[config.mk]
export PLATFORM = sky130hd
export DESIGN_NAME = apg_regs
export DESIGN_NICKNAME = d
export VERILOG_FILES = /design/src/common/apg_pkg.sv /design/src/logic/apg_regs.sv /design/src/logic/apg_chan_gain.sv
export SDC_FILE = /design/constraint.sdc
export NUM_CORES = 1
export LEC_CHECK = 0
export ABC_AREA = 1
export BUFFER_PORTS_ARGS = -buffer_cell sky130_fd_sc_hd__buf_2
export CAP_MARGIN = 0
export CORE_UTILIZATION = 30
export DETAILED_ROUTE_END_ITERATION = 6
export GPL_TIMING_DRIVEN = 1
export SYNTH_ARGS = -nofsm -noshare
export SYNTH_HDL_FRONTEND = slang
export SYNTH_SLANG_ARGS = --single-unit
export TNS_END_PERCENT = 50
[constraint.sdc]
create_clock -name clk_i -period 1.3 [get_ports clk_i]
set_input_delay 0.325 -clock clk_i [delete_from_list [all_inputs] [get_ports clk_i]]
set_output_delay 0.325 -clock clk_i [all_outputs]
set_load 0.01 [all_outputs]
[src/common/apg_pkg.sv]
// Purpose: Shared constants for the amplifier gain and mode register bank
// Assumes: 32-bit register port, byte offsets, one clock at 125 MHz
// Notes: Gain register offset is not printed and is chosen here
package apg_pkg;
  // Register byte offsets
  localparam logic [7:0] AMP_MODE_OFS = 8'h3C;
  localparam logic [7:0] AMP_GAIN_OFS = 8'h38;
  // Channel count and field layout
  localparam int NUM_CHAN = 8;
  localparam int GAIN_STRIDE = 4;
  localparam int INV_BASE = 8;
  localparam int PAIR_STRIDE = 2;
  // Reset values
  localparam logic [31:0] AMP_GAIN_RST = 32'h0000_0000;
  localparam logic [31:0] AMP_MODE_RST = 32'h0000_0000;
  // Writable bit masks; all other bits are read-only zero
  localparam logic [31:0] AMP_GAIN_MASK = 32'h3333_3333;
  localparam logic [31:0] AMP_MODE_MASK = 32'h0000_FFFF;
  // Gain code encodings
  localparam logic [1:0] GAIN_CODE_X1 = 2'h0;
  localparam logic [1:0] GAIN_CODE_X2 = 2'h1;
  localparam logic [1:0] GAIN_CODE_X3 = 2'h2;
  localparam logic [1:0] GAIN_CODE_X5 = 2'h3;
  // Amplifier mode per channel, one-hot
  typedef enum logic [1:0] {
    APG_MODE_SINGLE = 2'h1,
    APG_MODE_DIFF = 2'h2
  } apg_mode_t;
endpackage

[src/logic/apg_regs.sv]
// Purpose: Gain and mode registers for the eight-channel amplifier stage
// Assumes: Simple register port, read data one cycle after the read strobe
// Notes: Reserved bits read zero; unmapped reads return zero
`timescale 1ns/1ns
// Operation
// - Eight 2-bit gain codes, reset zero
// - Codes map to x1, x2, x3, x5
// - Gain factor depends on the gain code only, not on channel mode
// - Per-channel invert bits 8 to 15
// - Per-pair differential fields bits 7:0
module apg_regs
  import apg_pkg::*;
(
  // Clock and reset
  input wire logic clk_i,
  input wire logic reset_n_i,
  // Register port
  input wire logic [7:0] addr_i,
  input wire logic [31:0] wdata_i,
  input wire logic wr_i,
  input wire logic rd_i,
  output logic [31:0] rdata_o,
  // Amplifier settings per channel
  output logic [15:0] gain_code_o,
  output logic [7:0] invert_o,
  output logic [7:0] pair_diff_o,
  output logic [23:0] gain_factor_o,
  output logic [7:0] bypass_o,
  output logic [7:0] diff_mode_o
);
  typedef struct packed {
    logic [31:0] gain;
    logic [31:0] mode;
    logic [31:0] rdata;
  } apg_rg_state_t;

  apg_rg_state_t st_r;
  apg_rg_state_t st_nxt;
  apg_mode_t mode_w [NUM_CHAN];

  // Gain code of one channel, shared by the code outputs and the decoders
  function automatic logic [1:0] gain_field(input logic [31:0] word, input int chan);
    return word[GAIN_STRIDE*chan +: 2];
  endfunction

  // Register updates and read path
  always_comb begin
    st_nxt = st_r;
    st_nxt.rdata = 32'h0000_0000;
    if (wr_i && addr_i == AMP_GAIN_OFS) begin
      st_nxt.gain = wdata_i & AMP_GAIN_MASK;
    end
    if (wr_i && addr_i == AMP_MODE_OFS) begin
      st_nxt.mode = wdata_i & AMP_MODE_MASK;
    end
    if (rd_i) begin
      if (addr_i == AMP_GAIN_OFS) begin
        st_nxt.rdata = st_r.gain;
      end else if (addr_i == AMP_MODE_OFS) begin
        st_nxt.rdata = st_r.mode;
      end
    end
  end

  // State register
  always_ff @(posedge clk_i) begin
    if (!reset_n_i) begin
      st_r <= '{gain: AMP_GAIN_RST, mode: AMP_MODE_RST, rdata: 32'h0000_0000};
    end else begin
      st_r <= st_nxt;
    end
  end

  assign rdata_o = st_r.rdata;

  // Per-channel field extraction and decode
  for (genvar n = 0; n < NUM_CHAN; n++) begin : g_chan
    assign gain_code_o[2*n +: 2] = gain_field(st_r.gain, n);
    assign invert_o[n] = st_r.mode[INV_BASE + n];
    assign pair_diff_o[n] = st_r.mode[PAIR_STRIDE*(n/2)];
    assign diff_mode_o[n] = (mode_w[n] == APG_MODE_DIFF);
    apg_chan_gain u_chan (
      .clk_i(clk_i),
      .reset_n_i(reset_n_i),
      .gain_code_i(gain_field(st_r.gain, n)),
      .invert_i(st_r.mode[INV_BASE + n]),
      .pair_diff_i(st_r.mode[PAIR_STRIDE*(n/2) +: 2]),
      .gain_factor_o(gain_factor_o[3*n +: 3]),
      .bypass_o(bypass_o[n]),
      .invert_o(),
      .mode_o(mode_w[n])
    );
  end
endmodule

[src/logic/apg_chan_gain.sv]
// Purpose: Decodes one channel's gain code and amplifier mode
// Assumes: Inputs come from registers on the same clock
// Notes: Gain factor output is the numeric multiplier, registered
`timescale 1ns/1ns
module apg_chan_gain
  import apg_pkg::*;
(
  // Clock and reset
  input wire logic clk_i,
  input wire logic reset_n_i,
  // Channel configuration
  input wire logic [1:0] gain_code_i,
  input wire logic invert_i,
  input wire logic [1:0] pair_diff_i,
  // Decoded amplifier setting
  output logic [2:0] gain_factor_o,
  output logic bypass_o,
  output logic invert_o,
  output apg_mode_t mode_o
);
  typedef struct packed {
    logic [2:0] factor;
    logic bypass;
    logic invert;
    apg_mode_t mode;
  } apg_cg_state_t;

  apg_cg_state_t st_r;
  apg_cg_state_t st_nxt;

  // Code to multiplier
  function automatic logic [2:0] code_factor(input logic [1:0] code);
    unique case (code)
      GAIN_CODE_X1: code_factor = 3'h1;
      GAIN_CODE_X2: code_factor = 3'h2;
      GAIN_CODE_X3: code_factor = 3'h3;
      GAIN_CODE_X5: code_factor = 3'h5;
    endcase
  endfunction

  // Next setting
  always_comb begin
    st_nxt.factor = code_factor(gain_code_i);
    st_nxt.bypass = (gain_code_i == GAIN_CODE_X1);
    st_nxt.invert = invert_i;
    // Only value one activates differential operation
    st_nxt.mode = (pair_diff_i == 2'h1) ? APG_MODE_DIFF : APG_MODE_SINGLE;
  end

  // State register
  always_ff @(posedge clk_i) begin
    if (!reset_n_i) begin
      st_r <= '{factor: 3'h1, bypass: 1'b1, invert: 1'b0, mode: APG_MODE_SINGLE};
    end else begin
      st_r <= st_nxt;
    end
  end

  assign gain_factor_o = st_r.factor;
  assign bypass_o = st_r.bypass;
  assign invert_o = st_r.invert;
  assign mode_o = st_r.mode;
endmodule

# Yosys cells after proc, flatten, opt, wreduce, memory -nomap -nowiden
# Index checks and enable logic that the tools add are counted.
[totals]
ff_bits = 104
input_bits = 44
out_inout_bits = 104
word_cells = 88
[op_classes]
n_eq_ne = 34
n_mux = 14
bitwise = 2
n_reduce_logical = 13
[op_table]
columns = ["operator", "n"]
rows = [
  ["$pmux 3 s4", 8],
  ["$eq 2x2->1 const B", 20],
  ["$mux 30", 1],
  ["$eq 2x1->1 const B", 12],
  ["$eq 8x6->1 const B", 2],
  ["$logic_not 2->1", 8],
  ["$mux 16", 1],
  ["$mux 2", 4],
  ["$reduce_or 3->1", 1],
  ["$logic_and 1x1->1", 2],
  ["$not 1->1", 2],
  ["$reduce_and 2->1", 1],
  ["$reduce_or 2->1", 1],
]

# Longest topological paths before layout
# Gate-level depths: netlist of the first run.
[logic_depth]
word_depth = 3
mapped_depth = 8
depth_no_buf = 7

# Cells and area by module
# Synthesis of the first run repeated with hierarchy kept, for this count alone.
[hier_totals]
hier_cells = 629
area_unflattened_um2 = 4864.7
[modules_own_cells]
columns = ["mod", "instances", "cells_per_inst", "area_each_um2", "seq_area_each_um2"]
rows = [
  ["apg_regs", 1, 429, 2982.9, 1121.1],
  ["apg_chan_gain", 8, 25, 235.2, 140.1],
]

# Worst setup path before layout of the first run
# Ideal clock, no wire load.
[synth_timing]
path_kind = "input-to-reg"
start = "in addr_i[7]"
end = "reg st_r (netlist bit gain_code_o[15])"
setup_time_ns = 0.110
arrival_ns = 1.054
setup_slack_ns = 0.136
stages = 7
path_buffers = 1
path_cell_list = "nor2_1 -> nand2_2 -> nor2_4 -> buf_4 -> nand3_1 -> nand2_1 -> nor2_1"
[synth_between]
elab_chain_len = 2
[synth_lines]
columns = ["item", "line_no", "rtl"]
rows = [
  ["from (decl)", "apg_regs.sv:18", "input wire logic [7:0] addr_i,"],
  ["$eq 8x6->1", "apg_regs.sv:50", "if (wr_i && addr_i == AMP_GAIN_OFS) begin"],
  ["$logic_and 1x1->1", "apg_regs.sv:50", ""],
  ["to (signal assigned)", "apg_regs.sv:68", "st_r <= '{gain: AMP_GAIN_RST, mode: AMP_MODE_RST, rdata: 32'h0000_0000};"],
  ["to (signal assigned)", "apg_regs.sv:70", "st_r <= st_nxt;"],
  ["to (decl)", "apg_regs.sv:37", "apg_rg_state_t st_r;"],
]
# No other way between the ends.
# A chain may end at the register's enable or synchronous reset.

==> metrics.md, run 1 <==
| Metric | Value |
|---|---|
| IO buf count | `131` |
| Period utilization | `0.9650` |
| Via-per-instance ratio | `3.901` |
| Seq/Total Area, Yosys | `0.4770` |
| N_diodes | `0` |
| Routed Antenna Nets | `0` |
| Post-synth ARST share | `0` |
| Die width | `117.9 um` |
| Dominant synthesized flop cell | `dfxtp_1` |
| Netlist cell types | `21` |
| Fmax achieved | `0.7971 GHz` |
| Run status | `finished, final reports clean` |
| Hold WC Path Type | `input port to register` |
| GR Util All Layers | `0.1387` |
| Power per cell area | `1115 nW/um2` |
| DR iter-0 viols | `139` |
| Num ports | `148` |
| CP Max Fanout | `2` |
| Post-Route WL | `9.068 mm` |
| Clk root buf | `clkbuf_16` |
| Clk sinks | `96` |
| Crit. End Element | `output pin` |
| Vias in the first global route | `2888` |
| Maxcap violations | `0` |
| RD Place Congestion | `0.7224` |
| Layout cells sized above 1 | `0.2862` |
| Row cnt | `41` |
| Worst Clk Skew | `0.007008 ns` |
| CP required | `0.98 ns` |
| Via Count | `3152` |
| Final core occ | `0.3901` |
| Hold_ws | `0.2898 ns` |
| GRT overflow | `0` |
| Die H | `117.9 um` |
| Critical path arrival | `0.93 ns` |
| CTS tree | `yes` |
| Number of synthesized flops with an enable pin | `0` |
| Largest net degree at the start of global routing | `40` |
| Period minus WS final | `1.254 ns` |
| RSZ-0062 raised after global routing | `yes` |
| Clk slew on worst S/H paths | `0.07 ns` |
| Normalized max-slew margin | `0.6395` |
| DRT Pass-1 Iters | `4` |
| Routed len/inst | `11.22 um` |
| Worst VDD drop | `0.4889 mV` |
| Die area | `13900 um2` |
| Antenna violations before repair | `1` |
| Design area | `5024 um2` |
| H-tree depth | `3` |
| Clock Path Buffers | `2` |
| # setup viols final | `0` |
| Synth warn | `0` |
| Core region area | `12880 um2` |
| Final hold vios | `0` |
| DP HPWL | `6.641 mm` |
| Placed Area | `4750 um2` |
| Post-layout nets | `699` |
| Layout area overhead | `24.69%` |
| Worst Tran Pin Value | `0.5402 ns` |
| Slew Limit Fails | `0` |
| FF+latch count, synth | `96` |
| Startpoint types | `register` |
| Hold_buf cts | `0` |
| Static leakage | `2.755 nW` |
| Clk Latency, worst-skew pair | `0.34 ns` |
| Starting density of the core | `0.3129` |
| Mapped Area | `4029 um2` |
| Global-route wire length before repair | `14.69 mm` |
| Avg Inst Size Synth | `7.778 um2` |
| Kind of critical path | `register to output pin` |
| # DRC | `0` |
| TritonCTS buffer count | `9` |
| Cells after Synth | `518` |
==> report_power, final <==
group	internal, mW	switching (mW)
clock network	1.34	1.08
registers	2.94	0.00234
logic	0.0868	0.149
total	4.37	1.23
==> cell usage after synthesis (2+ instances only) <==
library cell,instances,area share
buf_2,9,0.011
ha_1,24,0.075
o21ai_2,2,0.0043
o21ai_0,4,0.0050
nand3_2,2,0.0050
nor2_4,2,0.0056
inv_1,122,0.11
dfxtp_1,96,0.48
buf_4,39,0.073
o21ai_1,2,0.0025
nand3_1,40,0.050
nor2_1,58,0.054
clkbuf_1,2,0.0019
buf_6,3,0.0084
or2_2,8,0.012
nor3_1,4,0.0050
nand2_1,97,0.090
==> registers in the layout, summed over array words and instances, names as in the netlist <==
name,count
gain_code_o,16
st_r,4
pair_diff_o,4
rdata_o,24
g_chan.u_chan.mode_o,8
g_chan.u_chan.bypass_o,8
g_chan.u_chan.gain_factor_o,24
invert_o,8
==> routing by layer <==
layer  part of all wire  vias up  GRT usage
li1                   -     1670          -
met1               0.46     1366     0.1673
met2               0.45      101     0.2217
met3              0.070       13    0.04603
met4              0.019        2    0.06490
met5             0.0014        -          0
==> critical path, stage by stage (launching register included) <==
cell	delay, ns
dfxtp_1	0.30
inv_1	0.04
nor2_2	0.10
buf_2	0.14
==> cell families (layout without fill, tap and decap cells) <==
logic type,after synthesis,after routing,share of synthesized area
and+or+nand+nor,214,214,0.2280
other,1,8,0.0009308
DFF,96,96,0.4770
AOI/OAI and AO/OA,8,8,0.01180
buffers and inverters,175,286,0.2078
adders and majority gates,24,24,0.07453
==> area by class of cell <==
type / count / area (um2)
clock buffers: 12 / 246.5
clock inverters: 4 / 20.02
fillers: 1362 / 7853
inverters: 122 / 457.9
multi-input cells: 254 / 1304
flip-flops and latches: 96 / 1922
well taps: 172 / 215.2
repair buffers: 148 / 858.3
==> layout by cell type (no fill, tap or decap), types with 8 or more instances in the layout <==
master / Yosys / routed
or2_2: 8 / 8
ha_1: 24 / 24
clkbuf_16: 0 / 9
buf_2: 9 / 131
conb_1: 1 / 8
buf_4: 39 / 11
nor2_1: 58 / 55
nand3_1: 40 / 40
dfxtp_1: 96 / 96
nand2_1: 97 / 97
inv_1: 122 / 122
==> repair_timing <==
item,4_1_cts,5_1_grt
gates resized for setup,1,2
endpoints found under the hold margin,0,0
setup buffers,0,0
setup endpoints to repair,2,6
==> final timing paths <==
kind,start,end,slack (ns),cells past startpoint
worst max-delay path,g_chan[4].u_chan.mode_o[1],diff_mode_o[5],0.05,3
worst min-delay path,wdata_i[7],st_r[39],0.29,5
worst max register to register,gain_code_o[4],g_chan[2].u_chan.bypass_o,0.18,3
worst min register to register,st_r[35],g_chan[3].u_chan.mode_o[1],0.45,1
==> stage by stage <==
| stage | total power [mW] | worst slack (ns) | cells | TNS, ns |
|---|---|---|---|---|
| CTS | 5.706 | 0.009016 | 808 | 0 |
| detailed placement | 3.251 | -0.07662 | 792 | -0.9904 |
| global placement | 3.250 | -0.06922 | 792 | -0.7654 |
| floorplan | 3.161 | 0.1361 | 525 | 0 |
| global route | 5.842 | -0.007965 | 808 | -0.01686 |
| finish | 5.599 | 0.04551 | 808 | 0 |
(Power assumes the default switching activity.)
==> run 2, diff against run 1 <==
Settings changed: CELL_PAD_IN_SITES_DETAIL_PLACEMENT set to 0, CELL_PAD_IN_SITES_GLOBAL_PLACEMENT set to 1, PLACE_DENSITY_LB_ADDON set to 0.1.
==> metrics.md, run 2 (synthesis results as in run 1) <==
| Metric | Value |
|---|---|
| Startpoint types | `register` |
| Die H | `117.9 um` |
| GR Util All Layers | `0.1403` |
| Post-layout nets | `696` |
| # DRC | `0` |
| Global-route wire length before repair | `15.08 mm` |
| IO buf count | `131` |
| Routed len/inst | `11.77 um` |
| Antenna violations before repair | `0` |
| Dpl ws | `-0.09715 ns` |
| DP HPWL | `6.648 mm` |
| Final core occ | `0.3919` |
| Hold_buf cts | `0` |
| Critical path arrival | `0.92 ns` |
| Worst VDD drop | `0.4660 mV` |
| N_diodes | `0` |
| Power per cell area | `1174 nW/um2` |
| DRT Pass-1 Iters | `4` |
| Post-Route WL | `9.463 mm` |
| Fmax achieved | `0.8030 GHz` |
| CP Max Fanout | `2` |
| Post-CTS Setup Bufs | `0` |
| Via-per-instance ratio | `3.811` |
| CP required | `0.98 ns` |
| # setup viols final | `0` |
| Starting density of the core | `0.3129` |
| DR iter-0 viols | `94` |
| Clk slew on worst S/H paths | `0.07 ns` |
| Num ports | `148` |
| Commonest non-fill, non-tap cell in the layout | `buf_2` |
| Clk sinks | `96` |
| Clock Path Buffers | `2` |
| H-tree depth | `3` |
| Vias in the first global route | `2883` |
| Run status | `finished, final reports clean` |
| Crit. End Element | `output pin` |
| Final hold vios | `0` |
| Slew Limit Fails | `0` |
| Period minus WS final | `1.245 ns` |
| Clk root buf | `clkbuf_16` |
| Routed Antenna Nets | `0` |
| Period utilization | `0.9579` |
| Die width | `117.9 um` |
| Clk Latency, worst-skew pair | `0.34 ns` |
| Largest net degree at the start of global routing | `48` |
| Row cnt | `41` |
| Post-layout worst setup margin | `0.05467 ns` |
| Commonest non-fill, non-tap cells in the layout | `131 x buf_2, 121 x inv_1, 97 x nand2_1` |
| Layout area overhead | `25.25%` |
| CTS tree | `yes` |
| GRT overflow | `0` |
| Via Count | `3064` |
| TritonCTS buffer count | `9` |
| Core region area | `12880 um2` |
| Maxcap violations | `0` |
| Static leakage | `2.747 nW` |
| Hold WC Path Type | `input port to register` |
| Layout cells sized above 1 | `0.2911` |
| RD Place Congestion | `0.7176` |
| RSZ-0062 raised after global routing | `no` |
| Worst Clk Skew | `0.003582 ns` |
| Kind of critical path | `register to output pin` |
| Die area | `13900 um2` |
==> run 2: cell count changes in the layout (fill, tap and decap cells not counted), sizes merged <==
cell | previous run | this run
buf | 148 | 145
bufinv | 0 | 1
clkbuf | 12 | 11
clkinv | 4 | 1
clkinvlp | 0 | 2
==> run 2: layer usage <==
metal / vias to the layer above / track usage / wire [um]
met3: 12 / 0.04021 / 572
met1: 1301 / 0.1819 / 4678
li1: 1661 / - / -
met5: - / 0 / 0
met2: 90 / 0.2169 / 4065
met4: 0 / 0.05769 / 146
==> run 2: cell type report <==
type	instances	area, um2
Timing Repair Buffer	145	835.8
Inverter	122	457.9
Fill cell	1370	7830
Tap cell	172	215.2
Clock buffer	11	252.7
Clock inverter	4	53.80
Sequential cell	96	1924
Multi-Input combinational cell	254	1306
==> run 2: power by group <==
part | internal [mW] | switching, mW | total, mW
registers | 2.94 | 0.00247 | 2.95
logic | 0.0967 | 0.152 | 0.249
clock network | 1.59 | 1.14 | 2.73
==> run 2: worst max-delay path: stages, from the launching register on <==
cell	delay (ns)
dfxtp_1	0.31
inv_1	0.04
nor2_2	0.09
buf_2	0.14
==> run 2: final timing paths <==
check                          endpoint                       start  cells after the start  slack (ns)
max reg2reg   g_chan[2].u_chan.bypass_o              gain_code_o[5]                      3        0.20
min                         invert_o[7]                 wdata_i[15]                      5        0.29
min reg2reg  g_chan[7].u_chan.mode_o[1]                    st_r[39]                      1        0.42
max                      diff_mode_o[4]  g_chan[4].u_chan.mode_o[1]                      3        0.05
==> run 2: what timing repair did <==
action / 4_1_cts / 5_1_grt
setup endpoints to repair: 2 / 7
gates resized for setup: 1 / 6
endpoints found under the hold margin: 0 / 0
==> run 2: per-stage QoR <==
step / power, mW / hold slack, ns / setup TNS, ns / cells / cell area (um2)
after detailed placement: 3.266 / 0.4281 / -1.478 / 789 / 4727
after floorplan: 3.161 / 0.4114 / 0 / 525 / 4055
after CTS: 6.020 / 0.2791 / 0 / 804 / 5036
after global routing: 6.168 / 0.3213 / 0 / 804 / 5046
after global placement: 3.264 / 0.4336 / -1.163 / 789 / 4727
final: 5.926 / 0.2936 / 0 / 804 / 5046
